==> config.mk <==
export PLATFORM = sky130hd
export DESIGN_NAME = lras_regs
export DESIGN_NICKNAME = d
export VERILOG_FILES = /design/src/lras_pkg.sv /design/src/lras_regs.sv /design/src/lras_qflags.sv /design/src/lras_ack_eval.sv
export SDC_FILE = /design/constraint.sdc
export NUM_CORES = 1
export LEC_CHECK = 0
export BUFFER_PORTS_ARGS = -buffer_cell sky130_fd_sc_hd__buf_2
export CAP_MARGIN = 10
export CORE_MARGIN = 4
export CORE_UTILIZATION = 35
export CTS_CLUSTER_SIZE = 40
export DETAILED_ROUTE_END_ITERATION = 12
export SLEW_MARGIN = 20
export SYNTH_ARGS = -nofsm -noshare
export SYNTH_HDL_FRONTEND = slang
export SYNTH_HIERARCHICAL = 1
export SYNTH_SLANG_ARGS = --single-unit
==> constraint.sdc <==
create_clock -name clk -period 1.75 [get_ports clk]
set_input_delay 0.0875 -clock clk [delete_from_list [all_inputs] [get_ports clk]]
set_output_delay 0.0875 -clock clk [all_outputs]
set_load 0.005 [all_outputs]
==> src/lras_pkg.sv <==
package lras_pkg;
  // Register byte offsets.
  localparam logic [7:0] IRX_CTRL_OFS = 8'h54;
  localparam logic [7:0] IRX_BUF_OFS = 8'h58;
  localparam logic [7:0] ASY_CTRL_OFS = 8'h80;
  localparam logic [7:0] ASY_MEM_OFS = 8'h84;
  // Reset values.
  localparam logic [31:0] IRX_CTRL_RST = 32'h0000_0000;
  localparam logic [31:0] IRX_BUF_RST = 32'h0000_0003;
  localparam logic [31:0] ASY_CTRL_RST = 32'h0000_0000;
  localparam logic [31:0] ASY_MEM_RST = 32'h0000_0000;
  // Software-writable bits of each control register.
  localparam logic [31:0] IRX_CTRL_WMASK = 32'h0000_FF00;
  localparam logic [31:0] ASY_CTRL_WMASK = 32'h007F_FFFF;
  // Field positions of the receive control register.
  localparam int SPD_LSB = 16;
  localparam int TAG_LSB = 14;
  localparam int LISTEN_STREAM_NUMBER_LSB = 8;
  localparam int ERR_LSB = 4;
  localparam int SYNC_LSB = 0;
  // Field positions of the async control register.
  localparam int ARX_RST_BIT = 22;
  localparam int ATX_RST_BIT = 21;
  localparam int ACC_ALL_BIT = 20;
  localparam int RETRY_LSB = 16;
  localparam int TOS_SEC_LSB = 13;
  localparam int TOS_FRAC_LSB = 0;
  // Field positions of the async queue status register.
  localparam int TX_RSP_IDLE_BIT = 17;
  localparam int TX_REQ_IDLE_BIT = 16;
  localparam int RX_RSP_LSB = 12;
  localparam int RX_REQ_LSB = 8;
  localparam int TX_RSP_LSB = 4;
  localparam int TX_REQ_LSB = 0;
  localparam int ASY_MEM_W = 18;
  // Codes.
  localparam logic [3:0] ACK_COMPLETE = 4'h1;
  localparam logic [3:0] ACK_DATA_ERROR = 4'hD;
  localparam logic [1:0] RATE_S100 = 2'h0;
  localparam logic [1:0] RATE_S200 = 2'h1;
  localparam logic [1:0] RATE_S400 = 2'h2;
  localparam logic [1:0] TAG_COMMON_AV = 2'h1;
  // Queue level width and the five-quadlet threshold.
  localparam int QLVL_W = 10;
  localparam logic [QLVL_W-1:0] FIVE_FREE_CNT = 10'h005;
  localparam logic [QLVL_W-1:0] ONE_FREE_CNT = 10'h001;
  // Fraction unit of the split timeout in hertz.
  localparam int SPLIT_FRAC_HZ = 8000;

  typedef struct packed {
    logic [5:0] channel;
    logic [1:0] tag;
    logic [1:0] speed;
    logic [3:0] sync;
    logic has_payload;
    logic crc_ok;
    logic [15:0] hdr_len;
    logic [15:0] rx_len;
  } lras_pkt_s;

  typedef struct packed {
    logic [QLVL_W-1:0] free_q;
    logic [QLVL_W-1:0] used_q;
  } lras_qlvl_s;

  typedef struct packed {
    logic full;
    logic one_left;
    logic five_free;
    logic vacant;
  } lras_qflag_s;

  typedef struct packed {
    logic cs_n;
    logic rd_n;
    logic wr_n;
    logic [7:0] addr;
    logic [7:0] data;
  } lras_hpin_s;
endpackage

==> src/lras_regs.sv <==
`timescale 1ns/1ns
// Receive and async control/status registers behind the byte-wide host port.
module lras_regs (
  input wire logic clk,
  input wire logic rst_n,
  input wire logic ce,
  input wire logic host_cs_n,
  input wire logic host_rd_n,
  input wire logic host_wr_n,
  input wire logic [7:0] host_addr,
  input wire logic [7:0] host_data_in,
  output logic [7:0] host_data_out,
  output logic host_data_oe,
  input wire logic iso_pkt_valid,
  input lras_pkg::lras_pkt_s iso_pkt,
  input lras_pkg::lras_qlvl_s iso_buf_lvl,
  input lras_pkg::lras_qlvl_s rx_rsp_lvl,
  input lras_pkg::lras_qlvl_s rx_req_lvl,
  input lras_pkg::lras_qlvl_s tx_rsp_lvl,
  input lras_pkg::lras_qlvl_s tx_req_lvl,
  input wire logic tx_rsp_xfer_empty,
  input wire logic tx_req_xfer_empty,
  input wire logic link_sm_idle,
  input wire logic rsp_valid,
  input wire logic rsp_solicited,
  output logic rsp_store,
  output logic [5:0] listen_stream_number,
  output logic [1:0] iso_tag,
  output logic async_receiver_reset,
  output logic async_transmitter_reset,
  output logic accept_all_responses,
  output logic [3:0] retry_limit,
  output logic [15:0] split_timeout_limit
);
  import lras_pkg::*;

  lras_hpin_s pin_raw;
  lras_hpin_s sync1_r;
  lras_hpin_s sync2_r;
  lras_hpin_s prev_r;
  logic [1:0] rx_rate_code_r;
  logic [1:0] tag_r;
  logic [5:0] listen_stream_number_r;
  logic [3:0] err_r;
  logic [3:0] sync_r;
  lras_qflag_s iso_flags_r;
  logic arx_rst_r;
  logic atx_rst_r;
  logic acc_all_r;
  logic [3:0] retry_r;
  logic [15:0] tos_r;
  logic [ASY_MEM_W-1:0] asy_mem_r;
  logic [7:0] dout_r;
  logic oe_r;
  logic store_r;
  logic arx_rst_nxt;
  logic [ASY_MEM_W-1:0] asy_mem_nxt;

  wire rd_active;
  wire wr_evt;
  wire [1:0] wr_lane;
  wire [1:0] rd_lane;
  wire [31:0] lane_mask;
  wire [31:0] wr_data32;
  wire sel_irx_ctrl_w;
  wire sel_asy_ctrl_w;
  wire irx_ctrl_wr;
  wire asy_ctrl_wr;
  wire [31:0] irx_ctrl_word;
  wire [31:0] irx_buf_word;
  wire [31:0] asy_ctrl_word;
  wire [31:0] asy_mem_word;
  wire [31:0] irx_ctrl_wval;
  wire [31:0] asy_ctrl_wval;
  wire [31:0] rd_word;
  wire [7:0] rd_byte;
  wire pkt_match;
  wire [3:0] pkt_ack;
  wire pkt_accept;
  wire store_nxt;
  lras_qflag_s iso_flags_c;
  lras_qflag_s rx_rsp_c;
  lras_qflag_s rx_req_c;
  lras_qflag_s tx_rsp_c;
  lras_qflag_s tx_req_c;

  // Host pins are asynchronous to clk, so every one passes two flops first.
  assign pin_raw = '{cs_n: host_cs_n, rd_n: host_rd_n, wr_n: host_wr_n,
                     addr: host_addr, data: host_data_in};

  always_ff @(posedge clk) begin
    if (!rst_n) begin
      sync1_r <= '{cs_n: 1'b1, rd_n: 1'b1, wr_n: 1'b1, addr: 8'h00, data: 8'h00};
      sync2_r <= '{cs_n: 1'b1, rd_n: 1'b1, wr_n: 1'b1, addr: 8'h00, data: 8'h00};
      prev_r <= '{cs_n: 1'b1, rd_n: 1'b1, wr_n: 1'b1, addr: 8'h00, data: 8'h00};
    end else if (ce) begin
      sync1_r <= pin_raw;
      sync2_r <= sync1_r;
      prev_r <= sync2_r;
    end
  end

  // A write lands on the rising edge of the write strobe, using the address
  // and data seen while the strobe was still low, so bus settling cannot leak in.
  assign wr_evt = !prev_r.cs_n && !prev_r.wr_n && sync2_r.wr_n;
  assign rd_active = !sync2_r.cs_n && !sync2_r.rd_n;
  assign wr_lane = prev_r.addr[1:0];
  assign rd_lane = sync2_r.addr[1:0];
  assign lane_mask = 32'h0000_00FF << {wr_lane, 3'b000};
  assign wr_data32 = {4{prev_r.data}};
  assign sel_irx_ctrl_w = (prev_r.addr[7:2] == IRX_CTRL_OFS[7:2]);
  assign sel_asy_ctrl_w = (prev_r.addr[7:2] == ASY_CTRL_OFS[7:2]);
  assign irx_ctrl_wr = wr_evt && sel_irx_ctrl_w;
  assign asy_ctrl_wr = wr_evt && sel_asy_ctrl_w;

  // Register images as the host sees them; unused bits read as zero.
  assign irx_ctrl_word = {14'h0000, rx_rate_code_r, tag_r, listen_stream_number_r, err_r, sync_r};
  assign irx_buf_word = {28'h000_0000, iso_flags_r};
  assign asy_ctrl_word = {9'h000, arx_rst_r, atx_rst_r, acc_all_r, retry_r, tos_r};
  assign asy_mem_word = {14'h0000, asy_mem_r};

  // Byte writes merge into the word; read-only bits are protected by the mask.
  assign irx_ctrl_wval = (irx_ctrl_word & ~(lane_mask & IRX_CTRL_WMASK)) |
                         (wr_data32 & lane_mask & IRX_CTRL_WMASK);
  assign asy_ctrl_wval = (asy_ctrl_word & ~(lane_mask & ASY_CTRL_WMASK)) |
                         (wr_data32 & lane_mask & ASY_CTRL_WMASK);

  // Read selection; unmapped addresses return zero.
  assign rd_word = (sync2_r.addr[7:2] == IRX_CTRL_OFS[7:2]) ? irx_ctrl_word :
                   (sync2_r.addr[7:2] == IRX_BUF_OFS[7:2]) ? irx_buf_word :
                   (sync2_r.addr[7:2] == ASY_CTRL_OFS[7:2]) ? asy_ctrl_word :
                   (sync2_r.addr[7:2] == ASY_MEM_OFS[7:2]) ? asy_mem_word : 32'h0000_0000;
  assign rd_byte = rd_word[{rd_lane, 3'b000} +: 8];

  // The data bus is driven only while a read strobe is seen.
  always_ff @(posedge clk) begin
    if (!rst_n) begin
      dout_r <= 8'h00;
      oe_r <= 1'b0;
    end else if (ce) begin
      dout_r <= rd_active ? rd_byte : 8'h00;
      oe_r <= rd_active;
    end
  end

  // Receive control: channel and tag are host-written.
  always_ff @(posedge clk) begin
    if (!rst_n) begin
      tag_r <= IRX_CTRL_RST[TAG_LSB +: 2];
      listen_stream_number_r <= IRX_CTRL_RST[LISTEN_STREAM_NUMBER_LSB +: 6];
    end else if (ce && irx_ctrl_wr) begin
      tag_r <= irx_ctrl_wval[TAG_LSB +: 2];
      listen_stream_number_r <= irx_ctrl_wval[LISTEN_STREAM_NUMBER_LSB +: 6];
    end
  end

  lras_ack_eval u_ack (
    .pkt(iso_pkt),
    .channel(listen_stream_number_r),
    .tag(tag_r),
    .match(pkt_match),
    .ack(pkt_ack)
  );

  assign pkt_accept = iso_pkt_valid && pkt_match;

  // Last-packet fields hold until the next packet on our channel and tag.
  always_ff @(posedge clk) begin
    if (!rst_n) begin
      rx_rate_code_r <= IRX_CTRL_RST[SPD_LSB +: 2];
      err_r <= IRX_CTRL_RST[ERR_LSB +: 4];
      sync_r <= IRX_CTRL_RST[SYNC_LSB +: 4];
    end else if (ce && pkt_accept) begin
      rx_rate_code_r <= iso_pkt.speed;
      err_r <= pkt_ack;
      sync_r <= iso_pkt.sync;
    end
  end

  // Fill flags for the receive buffer and the four async queues.
  lras_qflags u_iso_q (.lvl(iso_buf_lvl), .flags(iso_flags_c));
  lras_qflags u_rx_rsp_q (.lvl(rx_rsp_lvl), .flags(rx_rsp_c));
  lras_qflags u_rx_req_q (.lvl(rx_req_lvl), .flags(rx_req_c));
  lras_qflags u_tx_rsp_q (.lvl(tx_rsp_lvl), .flags(tx_rsp_c));
  lras_qflags u_tx_req_q (.lvl(tx_req_lvl), .flags(tx_req_c));

  // Status packing; flags lag the levels by one cycle.
  always_comb begin
    asy_mem_nxt = '0;
    asy_mem_nxt[TX_RSP_IDLE_BIT] = tx_rsp_xfer_empty;
    asy_mem_nxt[TX_REQ_IDLE_BIT] = tx_req_xfer_empty;
    asy_mem_nxt[RX_RSP_LSB +: 4] = rx_rsp_c;
    asy_mem_nxt[RX_REQ_LSB +: 4] = rx_req_c;
    asy_mem_nxt[TX_RSP_LSB +: 4] = tx_rsp_c;
    asy_mem_nxt[TX_REQ_LSB +: 4] = tx_req_c;
  end

  always_ff @(posedge clk) begin
    if (!rst_n) begin
      iso_flags_r <= IRX_BUF_RST[3:0];
      asy_mem_r <= ASY_MEM_RST[ASY_MEM_W-1:0];
    end else if (ce) begin
      iso_flags_r <= iso_flags_c;
      asy_mem_r <= asy_mem_nxt;
    end
  end

  // The receiver reset bit clears itself once the link engine is idle, but a
  // host write in the same cycle wins so a fresh request is never lost.
  always_comb begin
    arx_rst_nxt = arx_rst_r && !link_sm_idle;
    if (asy_ctrl_wr) begin
      arx_rst_nxt = asy_ctrl_wval[ARX_RST_BIT];
    end
  end

  always_ff @(posedge clk) begin
    if (!rst_n) begin
      arx_rst_r <= ASY_CTRL_RST[ARX_RST_BIT];
    end else if (ce) begin
      arx_rst_r <= arx_rst_nxt;
    end
  end

  // Remaining async control fields are plain host storage.
  always_ff @(posedge clk) begin
    if (!rst_n) begin
      atx_rst_r <= ASY_CTRL_RST[ATX_RST_BIT];
      acc_all_r <= ASY_CTRL_RST[ACC_ALL_BIT];
      retry_r <= ASY_CTRL_RST[RETRY_LSB +: 4];
      tos_r <= ASY_CTRL_RST[TOS_FRAC_LSB +: 16];
    end else if (ce && asy_ctrl_wr) begin
      atx_rst_r <= asy_ctrl_wval[ATX_RST_BIT];
      acc_all_r <= asy_ctrl_wval[ACC_ALL_BIT];
      retry_r <= asy_ctrl_wval[RETRY_LSB +: 4];
      tos_r <= asy_ctrl_wval[TOS_FRAC_LSB +: 16];
    end
  end

  // Responses are kept when all are accepted or when they were solicited;
  // a receiver held in reset stores nothing.
  assign store_nxt = rsp_valid && (acc_all_r || rsp_solicited) && !arx_rst_r;

  always_ff @(posedge clk) begin
    if (!rst_n) begin
      store_r <= 1'b0;
    end else if (ce) begin
      store_r <= store_nxt;
    end
  end

  // Outputs straight from flops.
  assign host_data_out = dout_r;
  assign host_data_oe = oe_r;
  assign rsp_store = store_r;
  assign listen_stream_number = listen_stream_number_r;
  assign iso_tag = tag_r;
  assign async_receiver_reset = arx_rst_r;
  assign async_transmitter_reset = atx_rst_r;
  assign accept_all_responses = acc_all_r;
  assign retry_limit = retry_r;
  assign split_timeout_limit = tos_r;

  // Checks.
  property p_speed_capture;
    @(posedge clk) disable iff (!rst_n)
      ce && pkt_accept |=> rx_rate_code_r == $past(iso_pkt.speed);
  endproperty
  a_speed_capture: assert property (p_speed_capture)
    else $error("Speed field did not capture accepted packet rate.");

  property p_data_error;
    @(posedge clk) disable iff (!rst_n)
      ce && pkt_accept && iso_pkt.has_payload && !iso_pkt.crc_ok |=> err_r == 4'hD;
  endproperty
  a_data_error: assert property (p_data_error)
    else $error("CRC failure did not report data error.");

  property p_no_payload_ok;
    @(posedge clk) disable iff (!rst_n)
      ce && pkt_accept && !iso_pkt.has_payload |=> err_r == 4'h1;
  endproperty
  a_no_payload_ok: assert property (p_no_payload_ok)
    else $error("Packet without payload reported an error.");

  property p_hold_fields;
    @(posedge clk) disable iff (!rst_n)
      !(ce && pkt_accept) |=> $stable(sync_r) && $stable(err_r) && $stable(rx_rate_code_r);
  endproperty
  a_hold_fields: assert property (p_hold_fields)
    else $error("Last-packet fields changed without an accepted packet.");

  property p_buf_full;
    @(posedge clk) disable iff (!rst_n)
      ce && iso_buf_lvl.free_q == 10'h000 |=> iso_flags_r.full && !iso_flags_r.five_free;
  endproperty
  a_buf_full: assert property (p_buf_full)
    else $error("Buffer full flag missing with no room left.");

  property p_buf_five;
    @(posedge clk) disable iff (!rst_n)
      ce && iso_buf_lvl.free_q >= 10'h005 |=> iso_flags_r.five_free && !iso_flags_r.one_left;
  endproperty
  a_buf_five: assert property (p_buf_five)
    else $error("Five-free flag missing.");

  property p_arx_clear;
    @(posedge clk) disable iff (!rst_n)
      ce && arx_rst_r && link_sm_idle && !asy_ctrl_wr |=> !async_receiver_reset;
  endproperty
  a_arx_clear: assert property (p_arx_clear)
    else $error("Receiver reset did not clear at idle.");

  property p_filter;
    @(posedge clk) disable iff (!rst_n)
      ce && rsp_valid && !rsp_solicited && !acc_all_r |=> !rsp_store;
  endproperty
  a_filter: assert property (p_filter)
    else $error("Unsolicited response stored while filtering.");

  property p_rx_rsp_vacant;
    @(posedge clk) disable iff (!rst_n)
      ce && rx_rsp_lvl.used_q == 10'h000 |=> asy_mem_r[12] ##0 asy_mem_word[31:18] == 14'h0000;
  endproperty
  a_rx_rsp_vacant: assert property (p_rx_rsp_vacant)
    else $error("Receive response empty flag missing.");

  // The channel lane is checked against the raw written byte, not the merge logic.
  property p_lane_write;
    @(posedge clk) disable iff (!rst_n)
      ce && wr_evt && prev_r.addr == IRX_CTRL_OFS + 8'h01 |=>
        listen_stream_number == $past(prev_r.data[5:0]) && iso_tag == $past(prev_r.data[7:6]);
  endproperty
  a_lane_write: assert property (p_lane_write)
    else $error("Channel and tag did not take the written byte.");

  property p_ctl_write;
    @(posedge clk) disable iff (!rst_n)
      ce && wr_evt && prev_r.addr == ASY_CTRL_OFS + 8'h02 |=>
        async_transmitter_reset == $past(prev_r.data[5]) &&
        retry_limit == $past(prev_r.data[3:0]);
  endproperty
  a_ctl_write: assert property (p_ctl_write)
    else $error("Transmitter reset or retry limit did not take the written byte.");

  property p_store_solicited;
    @(posedge clk) disable iff (!rst_n)
      ce && rsp_valid && rsp_solicited && !arx_rst_r |=> rsp_store;
  endproperty
  a_store_solicited: assert property (p_store_solicited)
    else $error("Solicited response was not stored.");
endmodule

==> src/lras_qflags.sv <==
`timescale 1ns/1ns
// Turns a queue's free and used quadlet counts into its four fill flags.
module lras_qflags (
  input lras_pkg::lras_qlvl_s lvl,
  output lras_pkg::lras_qflag_s flags
);
  import lras_pkg::*;

  // Flags follow the counts directly; the caller registers them.
  assign flags.full = (lvl.free_q == '0);
  assign flags.one_left = (lvl.free_q == ONE_FREE_CNT);
  assign flags.five_free = (lvl.free_q >= FIVE_FREE_CNT);
  assign flags.vacant = (lvl.used_q == '0);
endmodule

==> src/lras_ack_eval.sv <==
`timescale 1ns/1ns
// Decides whether a received packet is for us and which acknowledge code it earns.
module lras_ack_eval (
  input lras_pkg::lras_pkt_s pkt,
  input logic [5:0] channel,
  input logic [1:0] tag,
  output logic match,
  output logic [3:0] ack
);
  import lras_pkg::*;

  wire bad_crc;
  wire bad_len;

  // A packet counts only on the listened channel with the programmed tag.
  assign match = (pkt.channel == channel) && (pkt.tag == tag);
  // Errors are judged only when a data block payload is present.
  assign bad_crc = pkt.has_payload && !pkt.crc_ok;
  assign bad_len = pkt.has_payload && (pkt.hdr_len != pkt.rx_len);
  assign ack = (bad_crc || bad_len) ? ACK_DATA_ERROR : ACK_COMPLETE;
endmodule

Word level (Yosys, flattened, before mapping):

Cells that the tools add are included.

* order comparisons: 5
* equality and inequality tests: 14
* shift-type cells: 2
* muxes and demuxes: 7
* bitwise logic cells: 7
* reduce and logical (&&, ||, !) cells: 34

Operators with widths (number)
* $logic_not A10 Y1: 10
* $mux W23: 3
* $eq A10 B1 Y1 const B: 5
* $ge A10 B3 Y1 const B: 5
* $and A23 B23 Y23: 2
* $shiftx A32 B6 Y8: 1
* $not A23 Y23: 1
* $or A23 B23 Y23: 1
* $shl A8 B5 Y23 const A: 1
* $eq A6 B5 Y1 const B: 3
* $eq A6 B6 Y1 const B: 3
* $mux W18: 1
* $and A16 B16 Y16: 1
* $ne A16 B16 Y1: 1
* $not A16 Y16: 1
* $or A16 B16 Y16: 1
* $logic_and A1 B1 Y1: 15
* $mux W8: 1
* $logic_not A1 Y1: 7
* $eq A6 B6 Y1: 1
* $mux W4: 1
* $eq A2 B2 Y1: 1
* $logic_or A1 B1 Y1: 2
* $mux W1: 1

* register bits after elaboration: 129
* bits of input ports: 176
* word-level logic and storage cells: 101

Depth between registers and ports, before layout:

Gate-level depths: netlist of run 1.

* word-level depth: 7
* depth in mapped cells: 7

Modules after synthesis:

The synthesis of run 1 kept the hierarchy.

Modules (own cells, without submodules)
* lras_regs: times used 1, cells an instance 534, area each 5524.0 um^2, seq. area each 2582.5 um^2
* lras_qflags: times used 5, cells an instance 11, area each 76.3 um^2, seq. area each 0.0 um^2
* lras_ack_eval: times used 1, cells an instance 39, area each 296.5 um^2, seq. area each 0.0 um^2

Worst setup path before layout of run 1:

Ideal clock, no wire load.

* kind: register to register
* start point: register sync2_r[13] (netlist name)
* end point: register dout_r[0], in the netlist host_data_out[0]
* arrival time: 1605 ps
* data required time: 1617 ps
* setup slack: 11 ps
* stages on the path, launching flop included: 7
* cells stage by stage: dfxtp_1 and4bb_2 and3b_1 buf_6 mux2_2 a221oi_1 o221ai_1

* word-level cells in the longest chain between the ends: 7
* elaborated cells between the ends (all ways): 10
* those cells by class: 4 x eq/ne; 1 x shift; 5 x mux

Ends and longest elaborated chain
* start: declaration: RTL line lras_regs.sv:39 `lras_hpin_s sync2_r;`
* start signal: assignment: RTL line lras_regs.sv:94 `sync2_r <= '{cs_n: 1'b1, rd_n: 1'b1, wr_n: 1'b1, addr: 8'h00, data: 8'h00};`
* start signal: assignment: RTL line lras_regs.sv:98 `sync2_r <= sync1_r;`
* $eq A6 B6 Y1: RTL line lras_regs.sv:132 `(sync2_r.addr[7:2] == ASY_MEM_OFS[7:2]) ? asy_mem_word : 32'h0000_0000;`
* $mux W18: RTL line lras_regs.sv:132
* $mux W23: RTL line lras_regs.sv:131 `(sync2_r.addr[7:2] == ASY_CTRL_OFS[7:2]) ? asy_ctrl_word :`
* $mux W23: RTL line lras_regs.sv:130 `(sync2_r.addr[7:2] == IRX_BUF_OFS[7:2]) ? irx_buf_word :`
* $mux W23 *: RTL line lras_regs.sv:129 `assign rd_word = (sync2_r.addr[7:2] == IRX_CTRL_OFS[7:2]) ? irx_ctrl_word :`
* $shiftx A32 B6 Y8 *: RTL line lras_regs.sv:133 `assign rd_byte = rd_word[{rd_lane, 3'b000} +: 8];`
* $mux W8 *: RTL line lras_regs.sv:141 `dout_r <= rd_active ? rd_byte : 8'h00;`
* end signal: assignment: RTL line lras_regs.sv:141
* end: declaration: RTL line lras_regs.sv:53 `logic [7:0] dout_r;`

Every way passes the cells marked *; elsewhere a longest branch is shown, timed or not.
A chain may end at the register's enable or synchronous reset.

Worst setup path after layout of run 1:

* start point: register sync2_r[12] (netlist name)
* end point: register dout_r[0], in the netlist host_data_out[0]

The elaborated chain is that of the path after synthesis.

==> flow_summary.json, run 1 <==
{
  "status": "complete, but fails checks",
  "violations": "negative setup slack",
  "cts_made_buffers": 17,
  "die_area_um2": 19900,
  "ys.flop_type": "dfxtp_1",
  "synthXorXnorAreaFrac_pct": 3.53,
  "tightest_slew_ps": 538,
  "power_mw": 7.24,
  "syn-num-nets": 804,
  "grt_pass1_vias": 5301,
  "maxSlewHeadroom_pct": 64.1,
  "core_um2": 17400,
  "hpwl_um": 13800,
  "worstSetupPathType": "reg2reg",
  "fin_crit_sh_pct": 101,
  "required_ps": 2040,
  "hold_viol": 0,
  "slew_viol_final": 0,
  "crit_path_end": "host_data_out[0]",
  "fin_worst_skew_ps": 11.3,
  "grt_pass1_wl_um": 27700,
  "hold_slack_ps": 14.2,
  "layout_setup_ws_ps": -16.4,
  "htree_levels": 4,
  "clk_pin_slew_ps": 60,
  "die_w_um": 141,
  "r2r_end": "host_data_out[0]",
  "synth_top_family_by_area": "simple AND/OR/NAND/NOR gates",
  "rrSetupSlack_ps": -20,
  "placed_cell_area_um2": 7750,
  "drc": 0,
  "track_usage_pct": 17.6,
  "wl_um": 17900,
  "yosys.area_share.simple_pct": 23.9,
  "area_delta_synth_final_pct": 42.2,
  "yosysWarningCount": 6,
  "antenna_found_initial": 0,
  "place_ws_ps": -61.0,
  "r2r-start": "sync2_r[12]",
  "synth_fa_ha_area_share_pct": 0,
  "synthMuxAreaShare_pct": 20.9,
  "irDropWorstVdd_v": 0.000678,
  "final_cell_count_no_fill": 1145,
  "period_needed_ps": 1770,
  "post-route-util_pct": 50.8,
  "r2r_cells": 6,
  "io_pins": 217,
  "fmax_mhz": 566,
  "rows": 48,
  "ys_seq_area_share_pct": 41.6,
  "synthCells": 628,
  "critPathLaunchType": "flop",
  "portBuffers": 216,
  "grt_max_degree": 70,
  "clockBufferDepth": 2,
  "wire_per_inst_um": 15.6,
  "synth_compound_area_share_pct": 6.58,
  "drv_cap": 0,
  "synth.avg_cell_area_um2": 9.88,
  "setup_tns_ps": -20.9,
  "path_max_fanout": 6,
  "arrival_ps": 2060,
  "gp_congestion": 0.897,
  "overflow": 0,
  "insertion_delay_ps": 430,
  "first_pass_iters": 5,
  "placed_cells": 1073,
  "synth_cell_types": 54,
  "postLayoutCellArea_um2": 8820,
  "synth_area_um2": 6200,
  "drive_above_1_share_pct": 35.1,
  "clock-sinks": 129,
  "holdCritPathClass": "in2reg",
  "p_per_area_nw_per_um2": 821,
  "whs_path_depth": 4,
  "cp-startpoint": "sync2_r[12]",
  "final_net_count": 1083,
  "viasPerCell": 4.75,
  "cp-end-kind": "flop",
  "drtIter0Drc": 296,
  "ys_async_sr_fraction_pct": 0,
  "die_h_um": 141,
  "rsz0062_at_grt": "yes",
  "initial_core_util_pct": 35.7,
  "setup-violations-final": 2,
  "detail-route-antenna-nets": 0,
  "antenna_cells": 0,
  "synth_edf_count": 0,
  "cts_root_buf": "clkbuf_16",
  "ys_seq_elements": 129,
  "cts_tree": "built",
  "leakage_nw": 3.75,
  "via_count": 5440
}
[routing by layer]
| layer | track usage [%] | vias to the layer above | wire (um) |
|---|---|---|---|
| li1 | - | 2780 | - |
| met4 | 4.59 | 0 | 184 |
| met2 | 28.9 | 176 | 8350 |
| met1 | 23.3 | 2470 | 8190 |
| met3 | 4.21 | 14 | 1190 |
| met5 | 0 | - | 0 |
[cells by family (layout without fill, tap and decap cells)]
kind of cell	Yosys count	count (layout)
xor+xnor	25	25
compound gates	57	57
mux	127	127
simple gates	242	242
buf+inv	46	338
flops	129	129
other cells	2	2
[cells in the mapped netlist (3+ instances only)]
library cell  number  share of area, %
and2_1             4              0.40
buf_2              9              0.73
clkbuf_1          22               1.3
nand3_1            4              0.32
nor3b_1            4              0.48
or3_1             10               1.0
dfxtp_1          129                42
or3b_1             6              0.85
o21ai_0            9              0.73
nor2b_1          106                11
inv_1              7              0.42
a21boi_0          11               1.3
a211oi_1           8              0.97
or4_1             10               1.2
buf_1              3              0.18
mux2i_1          117                19
buf_4              4              0.48
nor2_1             8              0.48
o22ai_1            3              0.30
a21oi_1            4              0.32
o31a_1             3              0.42
nor4_1            12               1.2
nand4_1            6              0.61
nor3_1             6              0.48
nand2b_1           9              0.91
xnor2_1           24               3.4
nand2_1           39               2.4
mux2_2             9               1.6
or4_4              5              0.91
[cell usage in the layout (no fill, tap or decap), types with 3 or more instances in the layout]
cell type and instances:
buf_2 215, dfxtp_1 125, mux2i_1 116, nor2b_1 106
nand2_1 39, dlygate4sd3_1 39, buf_4 38, xnor2_1 24
clkbuf_16 17, nor4_1 12, a21boi_0 11, or3_1 10
or4_1 10, mux2_2 9, o21ai_0 9, nand2b_1 9
nor2_1 8, a211oi_1 8, inv_1 7, clkinv_4 7
nor3_1 6, or3b_1 6, nand4_1 6, or4_4 5
nand3_1 4, a21oi_1 4, clkinvlp_4 4, buf_6 4
dfxtp_2 4, and2_1 3, nor3b_1 3, o22ai_1 3
o31a_1 3, buf_12 3
[layout make-up]
| cell class | count | area (um^2) |
|---|---|---|
| Clock buffer | 18 | 439 |
| Clock inverter | 14 | 160 |
| Fill cell | 1618 | 8540 |
| Inverter | 7 | 26.3 |
| Multi-Input combinational cell | 453 | 3470 |
| Sequential cell | 129 | 2590 |
| Tap cell | 225 | 282 |
| Timing Repair Buffer | 299 | 1860 |
[timing repair]
action                                 4_1_cts  5_1_grt
cloned                                       0        0
endpoints found under the hold margin       35        0
setup endpoints to repair                   12       24
hold buffers                                39        0
gates resized for setup                      6       12
pin swaps                                    0        4
buffers inserted                             0        1
[how the worst min path moves through the flow]
stage              startpoint             to  slack, ps
6_report        rx_rsp_lvl[9]  asy_mem_r[12]         10
5_1_grt        tx_req_lvl[12]   asy_mem_r[2]         20
4_1_cts         rx_rsp_lvl[9]  asy_mem_r[12]        0.3
3_5_place_dp        host_cs_n    sync1_r[18]        310
3_3_place_gp        host_rd_n    sync1_r[17]        310
2_1_floorplan       host_wr_n    sync1_r[16]        220
[report_power, final]
| group | switching (mW) | leakage, nW | internal, mW |
|---|---|---|---|
| Clock | 1.38 | 0.279 | 2.15 |
| Sequential | 0.0520 | 1.05 | 3.00 |
| Combinational | 0.258 | 2.43 | 0.405 |
| Total | 1.69 | 3.75 | 5.55 |
[worst max-delay path, cell delays in order (launching register included)]
cell	delay, ps
dfxtp_2	340
nor4_4	340
nand3b_4	160
buf_4	160
mux2_2	270
o211ai_1	220
o221ai_1	130
No activity file was read; power rests on OpenSTA's default activity.
==> run 2: changes to the inputs <==
Settings changed: CTS_CLUSTER_SIZE 40 to default, HOLD_SLACK_MARGIN from default to 0.15, TNS_END_PERCENT from default to 10.
==> run 2 against run 1 <==
Net effect:
- the run still ends with negative setup slack left
- flip-flop and latch count unchanged
- first-iteration DRC count increased by 3.4%
- clock power about the same
- register-to-register slack about the same
- combinational power increased by 9.0%
- non-clock buffer count increased by 39
- worst hold slack improved by 110 ps
- via count increased by 3.2%
- die area unchanged
==> flow_summary.json, run 2 (same netlist as run 1, synthesis figures left out) <==
{
  "status": "complete, but fails checks",
  "violations": "negative setup slack",
  "drive_above_1_share_pct": 34.3,
  "period_needed_ps": 1770,
  "worstSetupPathType": "reg2reg",
  "holdCritPathClass": "in2reg",
  "critPathLaunchType": "flop",
  "layout_setup_ws_ps": -19.5,
  "arrival_ps": 2060,
  "htree_levels": 4,
  "grt_pass1_vias": 5599,
  "cp-startpoint": "sync2_r[13]",
  "hpwl_um": 13800,
  "slew_viol_final": 0,
  "cp-end-kind": "flop",
  "clockBufferDepth": 2,
  "post-route-util_pct": 53.3,
  "detail-route-antenna-nets": 0,
  "grt_use_met3_pct": 4.17,
  "place_ws_ps": -61.0,
  "required_ps": 2040,
  "cts_tree": "built",
  "die_area_um2": 19900,
  "layout_commonest_cell": "buf_2",
  "antenna_cells": 0,
  "clk_pin_slew_ps": 60,
  "final_cell_mix": "215 x buf_2, 125 x dfxtp_1, 117 x mux2i_1",
  "n_fill_cell": 1564,
  "cpLargestDelayFamily": "simple AND/OR/NAND/NOR gates",
  "grt_pass1_wl_um": 28800,
  "cts_made_buffers": 17,
  "grt_max_degree": 70,
  "irDropWorstVdd_v": 0.000678,
  "cts_root_buf": "clkbuf_16",
  "rows": 48,
  "drtIter0Drc": 306,
  "overflow": 0,
  "p_per_area_nw_per_um2": 790,
  "portBuffers": 216,
  "insertion_delay_ps": 420,
  "drc": 0,
  "postCtsSetupRepairBufs": 0,
  "critPathBufInv": 1,
  "drv_cap": 0,
  "track_usage_pct": 18.3,
  "max_stage_delay_ps": 350,
  "final_net_count": 1122,
  "met1_usage_pct": 23.8,
  "via_count": 5612,
  "path_max_fanout": 7,
  "die_w_um": 141,
  "met2_usage_pct": 30.6,
  "core_um2": 17400,
  "setup-violations-final": 3,
  "grt_most_used_layer": "met2",
  "wl_um": 18500,
  "worstHoldStart": "rx_rsp_lvl[16]",
  "fin_worst_skew_ps": 9.91,
  "initial_core_util_pct": 35.7,
  "maxSlewHeadroom_pct": 64.7,
  "gp_congestion": 0.897,
  "die_h_um": 141,
  "io_pins": 217,
  "crit_path_cell_trace": "and4bb_2 -> and3b_1 -> buf_4 -> and2_2 -> a221oi_1 -> o221ai_1",
  "clock-sinks": 129,
  "r2r-start": "sync2_r[13]",
  "wire_per_inst_um": 15.6,
  "viasPerCell": 4.74,
  "fmax_mhz": 565,
  "hold_viol": 0,
  "tightest_slew_ps": 529,
  "fin_crit_sh_pct": 101,
  "cp_slowest_cell": "dfxtp_2",
  "antenna_found_initial": 0,
  "leakage_nw": 3.91,
  "rsz0062_at_grt": "yes",
  "first_pass_iters": 4,
  "area_delta_synth_final_pct": 49.0
}
## run 2: layout make-up
type                       instances  area (um^2)  area share, %
multi-input combinational        453         3500           37.9
clock inverter                    14          160           1.73
timing repair buffer             338         2250           24.3
clock buffer                      18          439           4.75
inverter                           7         26.3          0.284
sequential                       129         2590           28.0
tap                              225          282           3.05
## run 2: routing by layer
| metal | wire length (um) | part of all wire (%) | vias to the layer above |
|---|---|---|---|
| li1 | - | - | 2854 |
| met1 | 8330 | 45 | 2560 |
| met2 | 8760 | 47 | 184 |
| met3 | 1170 | 6.3 | 14 |
| met4 | 227 | 1.2 | 0 |
| met5 | 0 | 0 | - |
## run 2: metrics by stage
stage / TNS, ps / cells / area [um^2] / total power [mW] / hold slack [ps]
floorplan: 0 / 628 / 6200 / 3.42 / 216
detailed placement: -186 / 1073 / 7750 / 3.72 / 312
global route: -1080 / 1184 / 9240 / 7.58 / 162
CTS: -32.2 / 1185 / 9180 / 7.37 / 123
finish: -35.9 / 1184 / 9240 / 7.30 / 123
global placement: -64.3 / 1073 / 7750 / 3.71 / 308
## run 2: what timing repair did
| action | 4_1_cts | 5_1_grt |
|---|---|---|
| setup endpoints to repair | 12 | 32 |
| pin swaps | 0 | 3 |
| hold buffers | 80 | 0 |
| resized for setup | 6 | 17 |
| hold endpoints to repair | 56 | 0 |
## run 2: path summary, 6_finish.rpt
kind	cells past startpoint	end	slack [ps]
min	5	asy_mem_r[14]	120
max reg2reg	6	host_data_out[0]	-20
min reg2reg	2	err_r[0]	460
max	6	host_data_out[0]	-20
## run 2: worst min-delay path: stages
cell and delay (ps):
buf_2 80, or4_4 110, nor4_2 40, mux2i_1 130, nor2b_1 60
## run 2: where the power goes
group,total [mW],internal (mW),switching (mW)
clock,3.53,2.15,1.38
sequential,3.05,3.00,0.0516
combinational,0.724,0.450,0.274
total,7.30,5.60,1.71
